### src/hdl/arpt_pkg.sv
package arpt_pkg;
	// Register map, by word index on the plain register port
	localparam int unsigned ADDR_W = 3;
	localparam logic [2:0] OFF_CSR = 3'h0;
	localparam logic [2:0] OFF_CAR = 3'h1;
	localparam logic [2:0] OFF_ARR = 3'h2;
	localparam logic [2:0] OFF_PWM = 3'h3;

	// Control and status field positions
	localparam int unsigned BIT_EXT_CLOCK_SELECT = 7;
	localparam int unsigned BIT_PSEL_HI = 6;
	localparam int unsigned BIT_PSEL_LO = 4;
	localparam int unsigned BIT_TCE = 3;
	localparam int unsigned BIT_FORCE_RELOAD = 2;
	localparam int unsigned BIT_OIE = 1;
	localparam int unsigned BIT_OVF = 0;

	// Values after reset
	localparam logic [7:0] CSR_RST = 8'h00;
	localparam logic [7:0] CAR_RST = 8'h00;
	localparam logic [7:0] ARR_RST = 8'h00;
	localparam logic [3:0] POL_RST = 4'h0;
	localparam logic [6:0] DIV_RST = 7'h00;

	localparam logic [7:0] CNT_MAX = 8'hFF;
	localparam int unsigned DIV_W = 7;
	localparam int unsigned N_PWM = 4;

	typedef struct packed {
		logic [ADDR_W-1:0] addr;
		logic [7:0] wdata;
		logic wr;
		logic rd;
	} arpt_bus_t;
endpackage : arpt_pkg

### src/hdl/arpt_prescaler.sv
`timescale 1ns/1ps
`default_nettype none
module arpt_prescaler (
	input wire logic clk,
	input wire logic rst_b,
	input wire logic in_tick,
	input wire logic run,
	input wire logic clear,
	input wire logic [2:0] sel,
	output logic tick
);
	logic [arpt_pkg::DIV_W-1:0] div_ff;
	logic [arpt_pkg::DIV_W-1:0] mask;

	// Divide by two to the power sel
	assign mask = 7'((8'h01 << sel) - 8'h01); // [RULE_02]
	assign tick = run & in_tick & ~clear & ((div_ff & mask) == mask); // [RULE_02] [RULE_03]

	always_ff @(posedge clk) begin
		if (!rst_b) begin
			div_ff <= arpt_pkg::DIV_RST;
		end else if (clear) begin
			div_ff <= arpt_pkg::DIV_RST; // [RULE_05]
		end else if (run && in_tick) begin
			div_ff <= 7'(div_ff + 7'h01); // [RULE_03]
		end
	end
endmodule : arpt_prescaler
`default_nettype wire

### src/hdl/arpt_pwm_chan.sv
`timescale 1ns/1ps
`default_nettype none
module arpt_pwm_chan (
	input wire logic clk,
	input wire logic rst_b,
	input wire logic load,
	input wire logic level,
	output logic pwm_ff
);
	// Output takes its polarity level on each overflow reload
	always_ff @(posedge clk) begin
		if (!rst_b) begin
			pwm_ff <= 1'b0;
		end else if (load) begin
			pwm_ff <= level; // [RULE_11]
		end
	end
endmodule : arpt_pwm_chan
`default_nettype wire

### src/hdl/arpt_timer.sv
// The address map and the address-and-strobe port were chosen for this implementation.
`timescale 1ns/1ps
`default_nettype none
// Behaviour
// RULE_01: Prescaler input is the CPU clock when ext_clock_select is 0, else external clock.
// RULE_02: prescale_select codes 0..7 divide the prescaler input by 1 up to 128.
// RULE_03: With count_enable low, prescaler and counter stay frozen; high lets them count.
// RULE_04: force_reload is write-only and always reads back as zero.
// RULE_05: Writing force_reload loads the reload value and clears the prescaler.
// RULE_06: Interrupt request follows overflow_flag only while overflow_irq_enable is set.
// RULE_07: overflow_flag is set when the counter wraps from FFh to the reload value.
// RULE_08: Reading the control and status register clears overflow_flag; writes never do.
// RULE_09: Count access register reads the live count; a write loads it while running.
// RULE_10: Every overflow loads the reload value into the counter.
// RULE_11: At each overflow reload, each PWM output takes its polarity bit.
// RULE_12: Reload value sets PWM period of 256 minus reload ticks.
// RULE_13: When enabled, counter increments by one per prescaler tick, overflowing after FFh.
// RULE_14: Reset clears all timer registers: counter stopped, CPU clock, divide by one.
module arpt_timer (
	input wire logic clk,
	input wire logic rst_b,
	input wire arpt_pkg::arpt_bus_t bus_i,
	input wire logic ext_clk_in,
	output logic [7:0] rdata_ff,
	output logic irq_ff,
	output logic [arpt_pkg::N_PWM-1:0] pwm_out
);
	// Control and status fields
	logic ext_clock_select_ff;
	logic [2:0] psel_ff;
	logic ten_ff;
	logic oie_ff;
	logic ovf_ff;
	logic nxt_ovf_ff;
	logic nxt_oie_ff;

	// Counter, reload and PWM polarity
	logic [7:0] cnt_ff;
	logic [7:0] reload_ff;
	logic [arpt_pkg::N_PWM-1:0] pol_ff;

	// External clock edge detection
	logic ext_prev_ff;
	logic ext_edge;
	logic in_tick;

	// Decoded accesses and events
	logic wr_csr;
	logic wr_car;
	logic wr_arr;
	logic wr_pwm;
	logic rd_csr;
	logic fr;
	logic tick;
	logic ovf_evt;
	logic [7:0] nxt_rdata_ff;

	assign wr_csr = bus_i.wr && bus_i.addr == arpt_pkg::OFF_CSR;
	assign wr_car = bus_i.wr && bus_i.addr == arpt_pkg::OFF_CAR;
	assign wr_arr = bus_i.wr && bus_i.addr == arpt_pkg::OFF_ARR;
	assign wr_pwm = bus_i.wr && bus_i.addr == arpt_pkg::OFF_PWM;
	assign rd_csr = bus_i.rd && bus_i.addr == arpt_pkg::OFF_CSR;
	assign fr = wr_csr && bus_i.wdata[arpt_pkg::BIT_FORCE_RELOAD]; // [RULE_05]

	// Input is taken synchronous, so a one-flop history suffices
	always_ff @(posedge clk) begin
		if (!rst_b) begin
			ext_prev_ff <= 1'b0;
		end else begin
			ext_prev_ff <= ext_clk_in;
		end
	end

	assign ext_edge = ext_clk_in & ~ext_prev_ff;
	assign in_tick = ext_clock_select_ff ? ext_edge : 1'b1; // [RULE_01]

	arpt_prescaler u_presc (
		.clk(clk),
		.rst_b(rst_b),
		.in_tick(in_tick),
		.run(ten_ff),
		.clear(fr),
		.sel(psel_ff),
		.tick(tick)
	);

	// A software load in the same cycle pre-empts the wrap
	assign ovf_evt = tick && cnt_ff == arpt_pkg::CNT_MAX && !fr && !wr_car; // [RULE_07]

	// Software-owned control fields
	always_ff @(posedge clk) begin
		if (!rst_b) begin
			ext_clock_select_ff <= arpt_pkg::CSR_RST[arpt_pkg::BIT_EXT_CLOCK_SELECT]; // [RULE_14]
			psel_ff <= arpt_pkg::CSR_RST[arpt_pkg::BIT_PSEL_HI:arpt_pkg::BIT_PSEL_LO];
			ten_ff <= arpt_pkg::CSR_RST[arpt_pkg::BIT_TCE];
			oie_ff <= arpt_pkg::CSR_RST[arpt_pkg::BIT_OIE];
		end else if (wr_csr) begin
			ext_clock_select_ff <= bus_i.wdata[arpt_pkg::BIT_EXT_CLOCK_SELECT]; // [RULE_01]
			psel_ff <= bus_i.wdata[arpt_pkg::BIT_PSEL_HI:arpt_pkg::BIT_PSEL_LO]; // [RULE_02]
			ten_ff <= bus_i.wdata[arpt_pkg::BIT_TCE]; // [RULE_03]
			oie_ff <= nxt_oie_ff;
		end
	end

	// Overflow flag: set wins over the read-clear
	always_comb begin
		nxt_oie_ff = wr_csr ? bus_i.wdata[arpt_pkg::BIT_OIE] : oie_ff;
		if (ovf_evt) begin
			nxt_ovf_ff = 1'b1; // [RULE_07]
		end else if (rd_csr) begin
			nxt_ovf_ff = 1'b0; // [RULE_08]
		end else begin
			nxt_ovf_ff = ovf_ff;
		end
	end

	always_ff @(posedge clk) begin
		if (!rst_b) begin
			ovf_ff <= arpt_pkg::CSR_RST[arpt_pkg::BIT_OVF];
			irq_ff <= 1'b0;
		end else begin
			ovf_ff <= nxt_ovf_ff;
			irq_ff <= nxt_ovf_ff & nxt_oie_ff; // [RULE_06]
		end
	end

	// Reload value and PWM polarity
	always_ff @(posedge clk) begin
		if (!rst_b) begin
			reload_ff <= arpt_pkg::ARR_RST; // [RULE_14]
		end else if (wr_arr) begin
			reload_ff <= bus_i.wdata; // [RULE_12]
		end
	end

	always_ff @(posedge clk) begin
		if (!rst_b) begin
			pol_ff <= arpt_pkg::POL_RST;
		end else if (wr_pwm) begin
			pol_ff <= bus_i.wdata[arpt_pkg::N_PWM-1:0];
		end
	end

	// Counter: force reload, then software load, then tick
	always_ff @(posedge clk) begin
		if (!rst_b) begin
			cnt_ff <= arpt_pkg::CAR_RST; // [RULE_14]
		end else if (fr) begin
			cnt_ff <= reload_ff; // [RULE_05]
		end else if (wr_car) begin
			cnt_ff <= bus_i.wdata; // [RULE_09]
		end else if (ovf_evt) begin
			cnt_ff <= reload_ff; // [RULE_10] [RULE_12]
		end else if (tick) begin
			cnt_ff <= 8'(cnt_ff + 8'h01); // [RULE_13]
		end
	end

	// Read mux, data valid in the cycle after the strobe
	always_comb begin
		case (bus_i.addr)
			arpt_pkg::OFF_CSR: begin
				nxt_rdata_ff = {ext_clock_select_ff, psel_ff, ten_ff, 1'b0, oie_ff, ovf_ff}; // [RULE_04]
			end
			arpt_pkg::OFF_CAR: begin
				nxt_rdata_ff = cnt_ff; // [RULE_09]
			end
			arpt_pkg::OFF_ARR: begin
				nxt_rdata_ff = reload_ff;
			end
			arpt_pkg::OFF_PWM: begin
				nxt_rdata_ff = {4'h0, pol_ff};
			end
			default: begin
				nxt_rdata_ff = 8'h00;
			end
		endcase
	end

	always_ff @(posedge clk) begin
		if (!rst_b) begin
			rdata_ff <= 8'h00;
		end else if (bus_i.rd) begin
			rdata_ff <= nxt_rdata_ff;
		end else begin
			rdata_ff <= 8'h00;
		end
	end

	// One output stage per PWM channel
	genvar gi;
	generate
		for (gi = 0; gi < arpt_pkg::N_PWM; gi++) begin : g_pwm
			arpt_pwm_chan u_chan (
				.clk(clk),
				.rst_b(rst_b),
				.load(ovf_evt), // [RULE_11]
				.level(pol_ff[gi]),
				.pwm_ff(pwm_out[gi])
			);
		end
	endgenerate
endmodule : arpt_timer
`default_nettype wire

### config.mk
export PLATFORM = sky130hd
export DESIGN_NAME = arpt_timer
export DESIGN_NICKNAME = d
export VERILOG_FILES = /design/src/hdl/arpt_pkg.sv /design/src/hdl/arpt_prescaler.sv /design/src/hdl/arpt_pwm_chan.sv /design/src/hdl/arpt_timer.sv
export SDC_FILE = /design/constraint.sdc
export NUM_CORES = 1
export LEC_CHECK = 0
export BUFFER_PORTS_ARGS = -buffer_cell sky130_fd_sc_hd__buf_4
export CORE_MARGIN = 1
export CORE_UTILIZATION = 50
export DETAILED_ROUTE_END_ITERATION = 7
export PLACE_DENSITY = 0.7
export SLEW_MARGIN = 20
export SYNTH_ARGS = -nofsm -noshare
export SYNTH_HDL_FRONTEND = slang
export SYNTH_SLANG_ARGS = --single-unit
### constraint.sdc
create_clock -name clk -period 3.2 [get_ports clk]
set_input_delay 0.32 -clock clk [delete_from_list [all_inputs] [get_ports clk]]
set_output_delay 0.32 -clock clk [all_outputs]
set_load 0.01 [all_outputs]
# ---- Word level (Yosys, flattened, before mapping)
# Cells that the tools add are included.
dict set report classes {
  n_addsub 3
  div 0
  multipliers 0
  n_lt_le_gt_ge 0
  n_mux 9
  eq_ne 5
  n_reduce_logical 16
  bitwise_logic 9
  shift 1
}
# operator n
set op_table {}
lappend op_table {{$mux W8} 4}
lappend op_table {{$pmux W8 S4} 1}
lappend op_table {{$logic_and A1 B1 Y1} 10}
lappend op_table {{$add A8 B1 Y8 const B} 1}
lappend op_table {{$eq A8 B8 Y1 const B} 1}
lappend op_table {{$add A7 B1 Y7 const B} 1}
lappend op_table {{$and A7 B7 Y7} 1}
lappend op_table {{$eq A7 B7 Y1} 1}
lappend op_table {{$shl A1 B3 Y7 const A} 1}
lappend op_table {{$sub A7 B1 Y7 const B} 1}
lappend op_table {{$eq A3 B2 Y1 const B} 2}
lappend op_table {{$and A1 B1 Y1} 5}
lappend op_table {{$mux W1} 4}
lappend op_table {{$reduce_bool A4 Y1} 1}
lappend op_table {{$eq A3 B1 Y1 const B} 1}
lappend op_table {{$logic_not A3 Y1} 1}
lappend op_table {{$not A1 Y1} 3}
lappend op_table {{$logic_not A1 Y1} 2}
lappend op_table {{$reduce_and A2 Y1} 1}
lappend op_table {{$reduce_or A2 Y1} 1}
dict set report totals {
  romBits 0
  reg_bits 48
  word_cells 59
  memories 0
  output_inout_bits 13
  mem_bits_rw 0
  latch_bits 0
}

# ---- Longest topological paths before layout
dict set report depth {
  ltp_word 12
  mapped_depth 12
  ltp_nobuf 9
}

# ---- Hierarchy
# From an unflattened synthesis, not the netlist that was laid out.
dict set report hier_totals {
  cells_unflattened 262
  area_unflattened_um2 2374.8
}
# module seq_area_each_um2 cells_each area_per_inst_um2 n_inst
set modules_own_cells {}
lappend modules_own_cells {arpt_timer 740.7 205 1861.8 1}
lappend modules_own_cells {arpt_prescaler 140.1 45 367.9 1}
lappend modules_own_cells {arpt_pwm_chan 20.0 3 36.3 4}

# ---- Worst setup path before layout
# Ideal clock, no wire load.
dict set report synth_path {
  path_type {reg2reg}
  from {register psel_ff[0]}
  to {register cnt_ff[1]}
  synth_period_minus_slack_ns 2.267
  t_arrival_ns 2.180
  path_buffers 3
  t_required_ns 3.113
  setup_slack_ns 0.933
  stages_incl_launch_ff 12
  path_cell_list {dfxtp_1 buf_2 or3_1 ha_1 xnor2_1 nand4_1 and4_4 buf_6 a31o_1 buf_6 o211ai_2 o31ai_1}
}
dict set report synth_between {
  elab_chain_len 11
  word_cells_on_any_way 12
}
# item line_no
set synth_rtl {}
lappend synth_rtl {{start, declared} arpt_timer.sv:30} ;# logic [2:0] psel_ff;
lappend synth_rtl {{start signal, assigned} arpt_timer.sv:94} ;# psel_ff <= arpt_pkg::CSR_RST[arpt_pkg::BIT_PSEL_HI:arpt_pkg::BIT_PSEL_LO];
lappend synth_rtl {{start signal, assigned} arpt_timer.sv:99} ;# psel_ff <= bus_i.wdata[arpt_pkg::BIT_PSEL_HI:arpt_pkg::BIT_PSEL_LO];
lappend synth_rtl {{$shl A1 B3 Y7 *} arpt_prescaler.sv:16} ;# assign mask = 7'((8'h01 << sel) - 8'h01);
lappend synth_rtl {{$sub A7 B1 Y7 *} arpt_prescaler.sv:16}
lappend synth_rtl {{$and A7 B7 Y7} arpt_prescaler.sv:17} ;# assign tick = run & in_tick & ~clear & ((div_ff & mask) == mask);
lappend synth_rtl {{$eq A7 B7 Y1 *} arpt_prescaler.sv:17}
lappend synth_rtl {{$and A1 B1 Y1 *} arpt_prescaler.sv:17}
lappend synth_rtl {{$logic_and A1 B1 Y1 (3 in series)} arpt_timer.sv:88} ;# assign ovf_evt = tick && cnt_ff == arpt_pkg::CNT_MAX && !fr && !wr_car;
lappend synth_rtl {{$mux W8} arpt_timer.sv:152} ;# end else if (ovf_evt) begin
lappend synth_rtl {{$mux W8} arpt_timer.sv:150} ;# end else if (wr_car) begin
lappend synth_rtl {{$mux W8} arpt_timer.sv:148} ;# end else if (fr) begin
lappend synth_rtl {{end signal, assigned} arpt_timer.sv:149} ;# cnt_ff <= reload_ff;
lappend synth_rtl {{end signal, assigned} arpt_timer.sv:151} ;# cnt_ff <= bus_i.wdata;
lappend synth_rtl {{end signal, assigned} arpt_timer.sv:153} ;# cnt_ff <= reload_ff;
lappend synth_rtl {{end, declared} arpt_timer.sv:38} ;# logic [7:0] cnt_ff;
# Every way passes the cells marked *; elsewhere a longest branch is shown, timed or not.
# A chain may end at the register's enable or synchronous reset.

# ---- Worst setup path in the final report
dict set report layout_path {
  from {register psel_ff[0]}
  to {register cnt_ff[0]}
}
# The elaborated chain is that of the path after synthesis.

==> metrics.txt <==
status complete, no violations; Worst EP arrival 2.83 ns; Startpoint Class flip-flop; largest net degree at the start of global routing 39; mapped cell area 0.00254 mm²; hpwl dp 3.96 mm; hold_buf cts 0; #FFs+latches synth 48; antenna cells 0; GPL Wtd Cong 0.918; TNS Setup 0 ns; most numerous cell in the Yosys netlist dfxtp_1; ys flop type dfxtp_1; CP Data Required Time 3.42 ns; VDD IR max 0.256 mV; clk_lat worst skew 0.31 ns; post-synthesis sequential area ratio 0.378; Final setup viols 0; HP Class input port to flip-flop; Mapped Nets 294; Final period util 0.814; fmax 384 MHz; synthesized area per cell 9.25 µm²; PD cells 398 mW/mm²; Die Area 0.00538 mm²; CTS tree built; P_leak 0.00102 µW; DRT iter0 DRCs 156; Max-Cap Viols 0; total grt overflow 0; Synth-to-Final Area Change 9.99%; Synth area leader dfxtp_1; I/O pin count 29; GRT Total Usage 0.224; die width 73.3 µm; wire per inst 15.8 µm; Reg clk slew, reported paths 0.09 ns; drc violations 0; root buf cell clkbuf_8; Num CTS Buffers 5; routed via count 2037; postcts setup bufs 0; top cells by count, synth 48 x dfxtp_1, 24 x nor2_1, 24 x nor2b_1; first-pass GRT wire length 9.14 mm; Synth async-reset ratio 0; worst relative slew slack 0.459; Pre-Repair DR Iteration Count 4; Ys Warns 0; largest cells by area after synthesis dfxtp_1 38%, mux2i_1 9.1%, nor2b_1 5.9%, nor2_1 3.5%, nand2_1 3.4%; Distinct cells, synth 52; I/O Buffers 28; Resized cells post-CTS 0; drt total wl 5.65 mm; WHS 0.235 ns; die height 73.3 µm; count of nets after finishing 308; Final Hold Violating Endpoints 0; vias in the first global route 1859; synthesized instance count 275; Tmin final 2.60 ns; clk_skew 0.0135 ns; post-synth top area share 0.378; Final ANT Viol Nets 0; Via density 5.71; share of cells above drive strength 1 0.186; Starting Density 0.528; Worst Tran Pin Value 0.808 ns; element type at the critical path end flip-flop; RSZ-0062 raised after global routing false; max-slew violation count 0; initial antenna violation count 0; clock sinks 48; critical path type flip-flop to flip-flop; clk buf depth 2; row cnt 25; core area 0.00482 mm²; EDFF count, synth 0; critical path fanouts, max 11; CTS H-tree lvls 2
worst paths after layout:
check                                      startpoint                             endpoint  slack, ns  depth (start not counted)
setup reg to reg              psel_ff[0]$_SDFFE_PN0P_               cnt_ff[0]$_SDFFE_PN0P_       0.60                          8
hold / removal                             ext_clk_in               ext_prev_ff$_SDFF_PN0_       0.23                          2
hold reg to reg   g_pwm[0].u_chan.pwm_ff$_SDFFE_PN0P_  g_pwm[0].u_chan.pwm_ff$_SDFFE_PN0P_       0.46                          2
setup / recovery              psel_ff[0]$_SDFFE_PN0P_               cnt_ff[0]$_SDFFE_PN0P_       0.60                          8
flip-flops by register name, summed over array words and instances (netlist names):
| signal | cells |
|---|---|
| irq_ff | 1 |
| g_pwm.u_chan.pwm_ff | 4 |
| reload_ff | 8 |
| rdata_ff | 8 |
| cnt_ff | 8 |
| ovf_ff | 1 |
| pol_ff | 4 |
| psel_ff | 3 |
| u_presc.div_ff | 7 |
| ten_ff | 1 |
| ext_clock_select_ff | 1 |
| ext_prev_ff | 1 |
| oie_ff | 1 |
per-stage QoR:
stage          utilization  instance area, µm²  std cells  power (µW)  setup WS [ns]
2_1_floorplan            -                2540        275         711          0.933
3_3_place_gp         0.561                2700        349         743          0.779
3_5_place_dp         0.561                2700        349         745          0.652
4_1_cts              0.581                2800        357        1120          0.627
5_1_grt              0.581                2800        357        1160          0.436
6_report             0.581                2800        357        1110          0.597
critical path: stages, from the launching register on:
cell,delay (ns)
dfxtp_1,0.39
or3_1,0.42
ha_1,0.29
nor2b_1,0.12
o21ai_0,0.10
o2111ai_1,0.25
a31o_1,0.52
o211ai_1,0.18
o31ai_1,0.26
layout make-up:
type | instances | area, µm²
Clock buffer | 6 | 82.6
Clock inverter | 2 | 15.0
Fill cell | 464 | 2020
Inverter | 4 | 15.0
Multi-Input combinational cell | 202 | 1430
Sequential cell | 48 | 961
Tap cell | 67 | 83.8
Timing Repair Buffer | 28 | 210
report_power, final:
group	total (µW)	switching, µW	leakage (µW)	internal, µW
logic	112	60.3	0.000590	51.4
registers	621	13.1	0.000388	608
clock network	382	207	0.0000434	175
total	1110	280	0.00102	834
routing by layer:
layer | global-route usage | vias up | wire, µm
li1 | - | 995 | -
met1 | 0.330 | 966 | 2690
met2 | 0.330 | 70 | 2540
met3 | 0.0384 | 6 | 363
met4 | 0.0769 | 0 | 60
met5 | 0 | - | 0
layout by cell type, fill, tap and decap left out, types with 4 or more instances in the layout:
cell,instances
a21boi_0,6
a21oi_1,10
a31oi_1,6
buf_4,28
clkbuf_8,6
dfxtp_1,48
inv_1,4
mux2i_1,23
nand2_1,23
nand3_1,11
nor2_1,24
nor2b_1,24
o21ai_0,8
o21ai_1,8
xnor2_1,7
xor2_1,4
cell families (layout without fill, tap and decap cells):
| family | count (synthesis) | after routing | share of synthesized area |
|---|---|---|---|
| compound gates | 53 | 53 | 0.142 |
| xor+xnor | 11 | 11 | 0.0379 |
| fa+ha+maj | 3 | 3 | 0.0148 |
| buf+inv | 25 | 40 | 0.0600 |
| flops | 48 | 48 | 0.378 |
| mux | 28 | 28 | 0.126 |
| simple gates | 107 | 107 | 0.242 |
No activity file was read; power rests on OpenSTA's default activity.
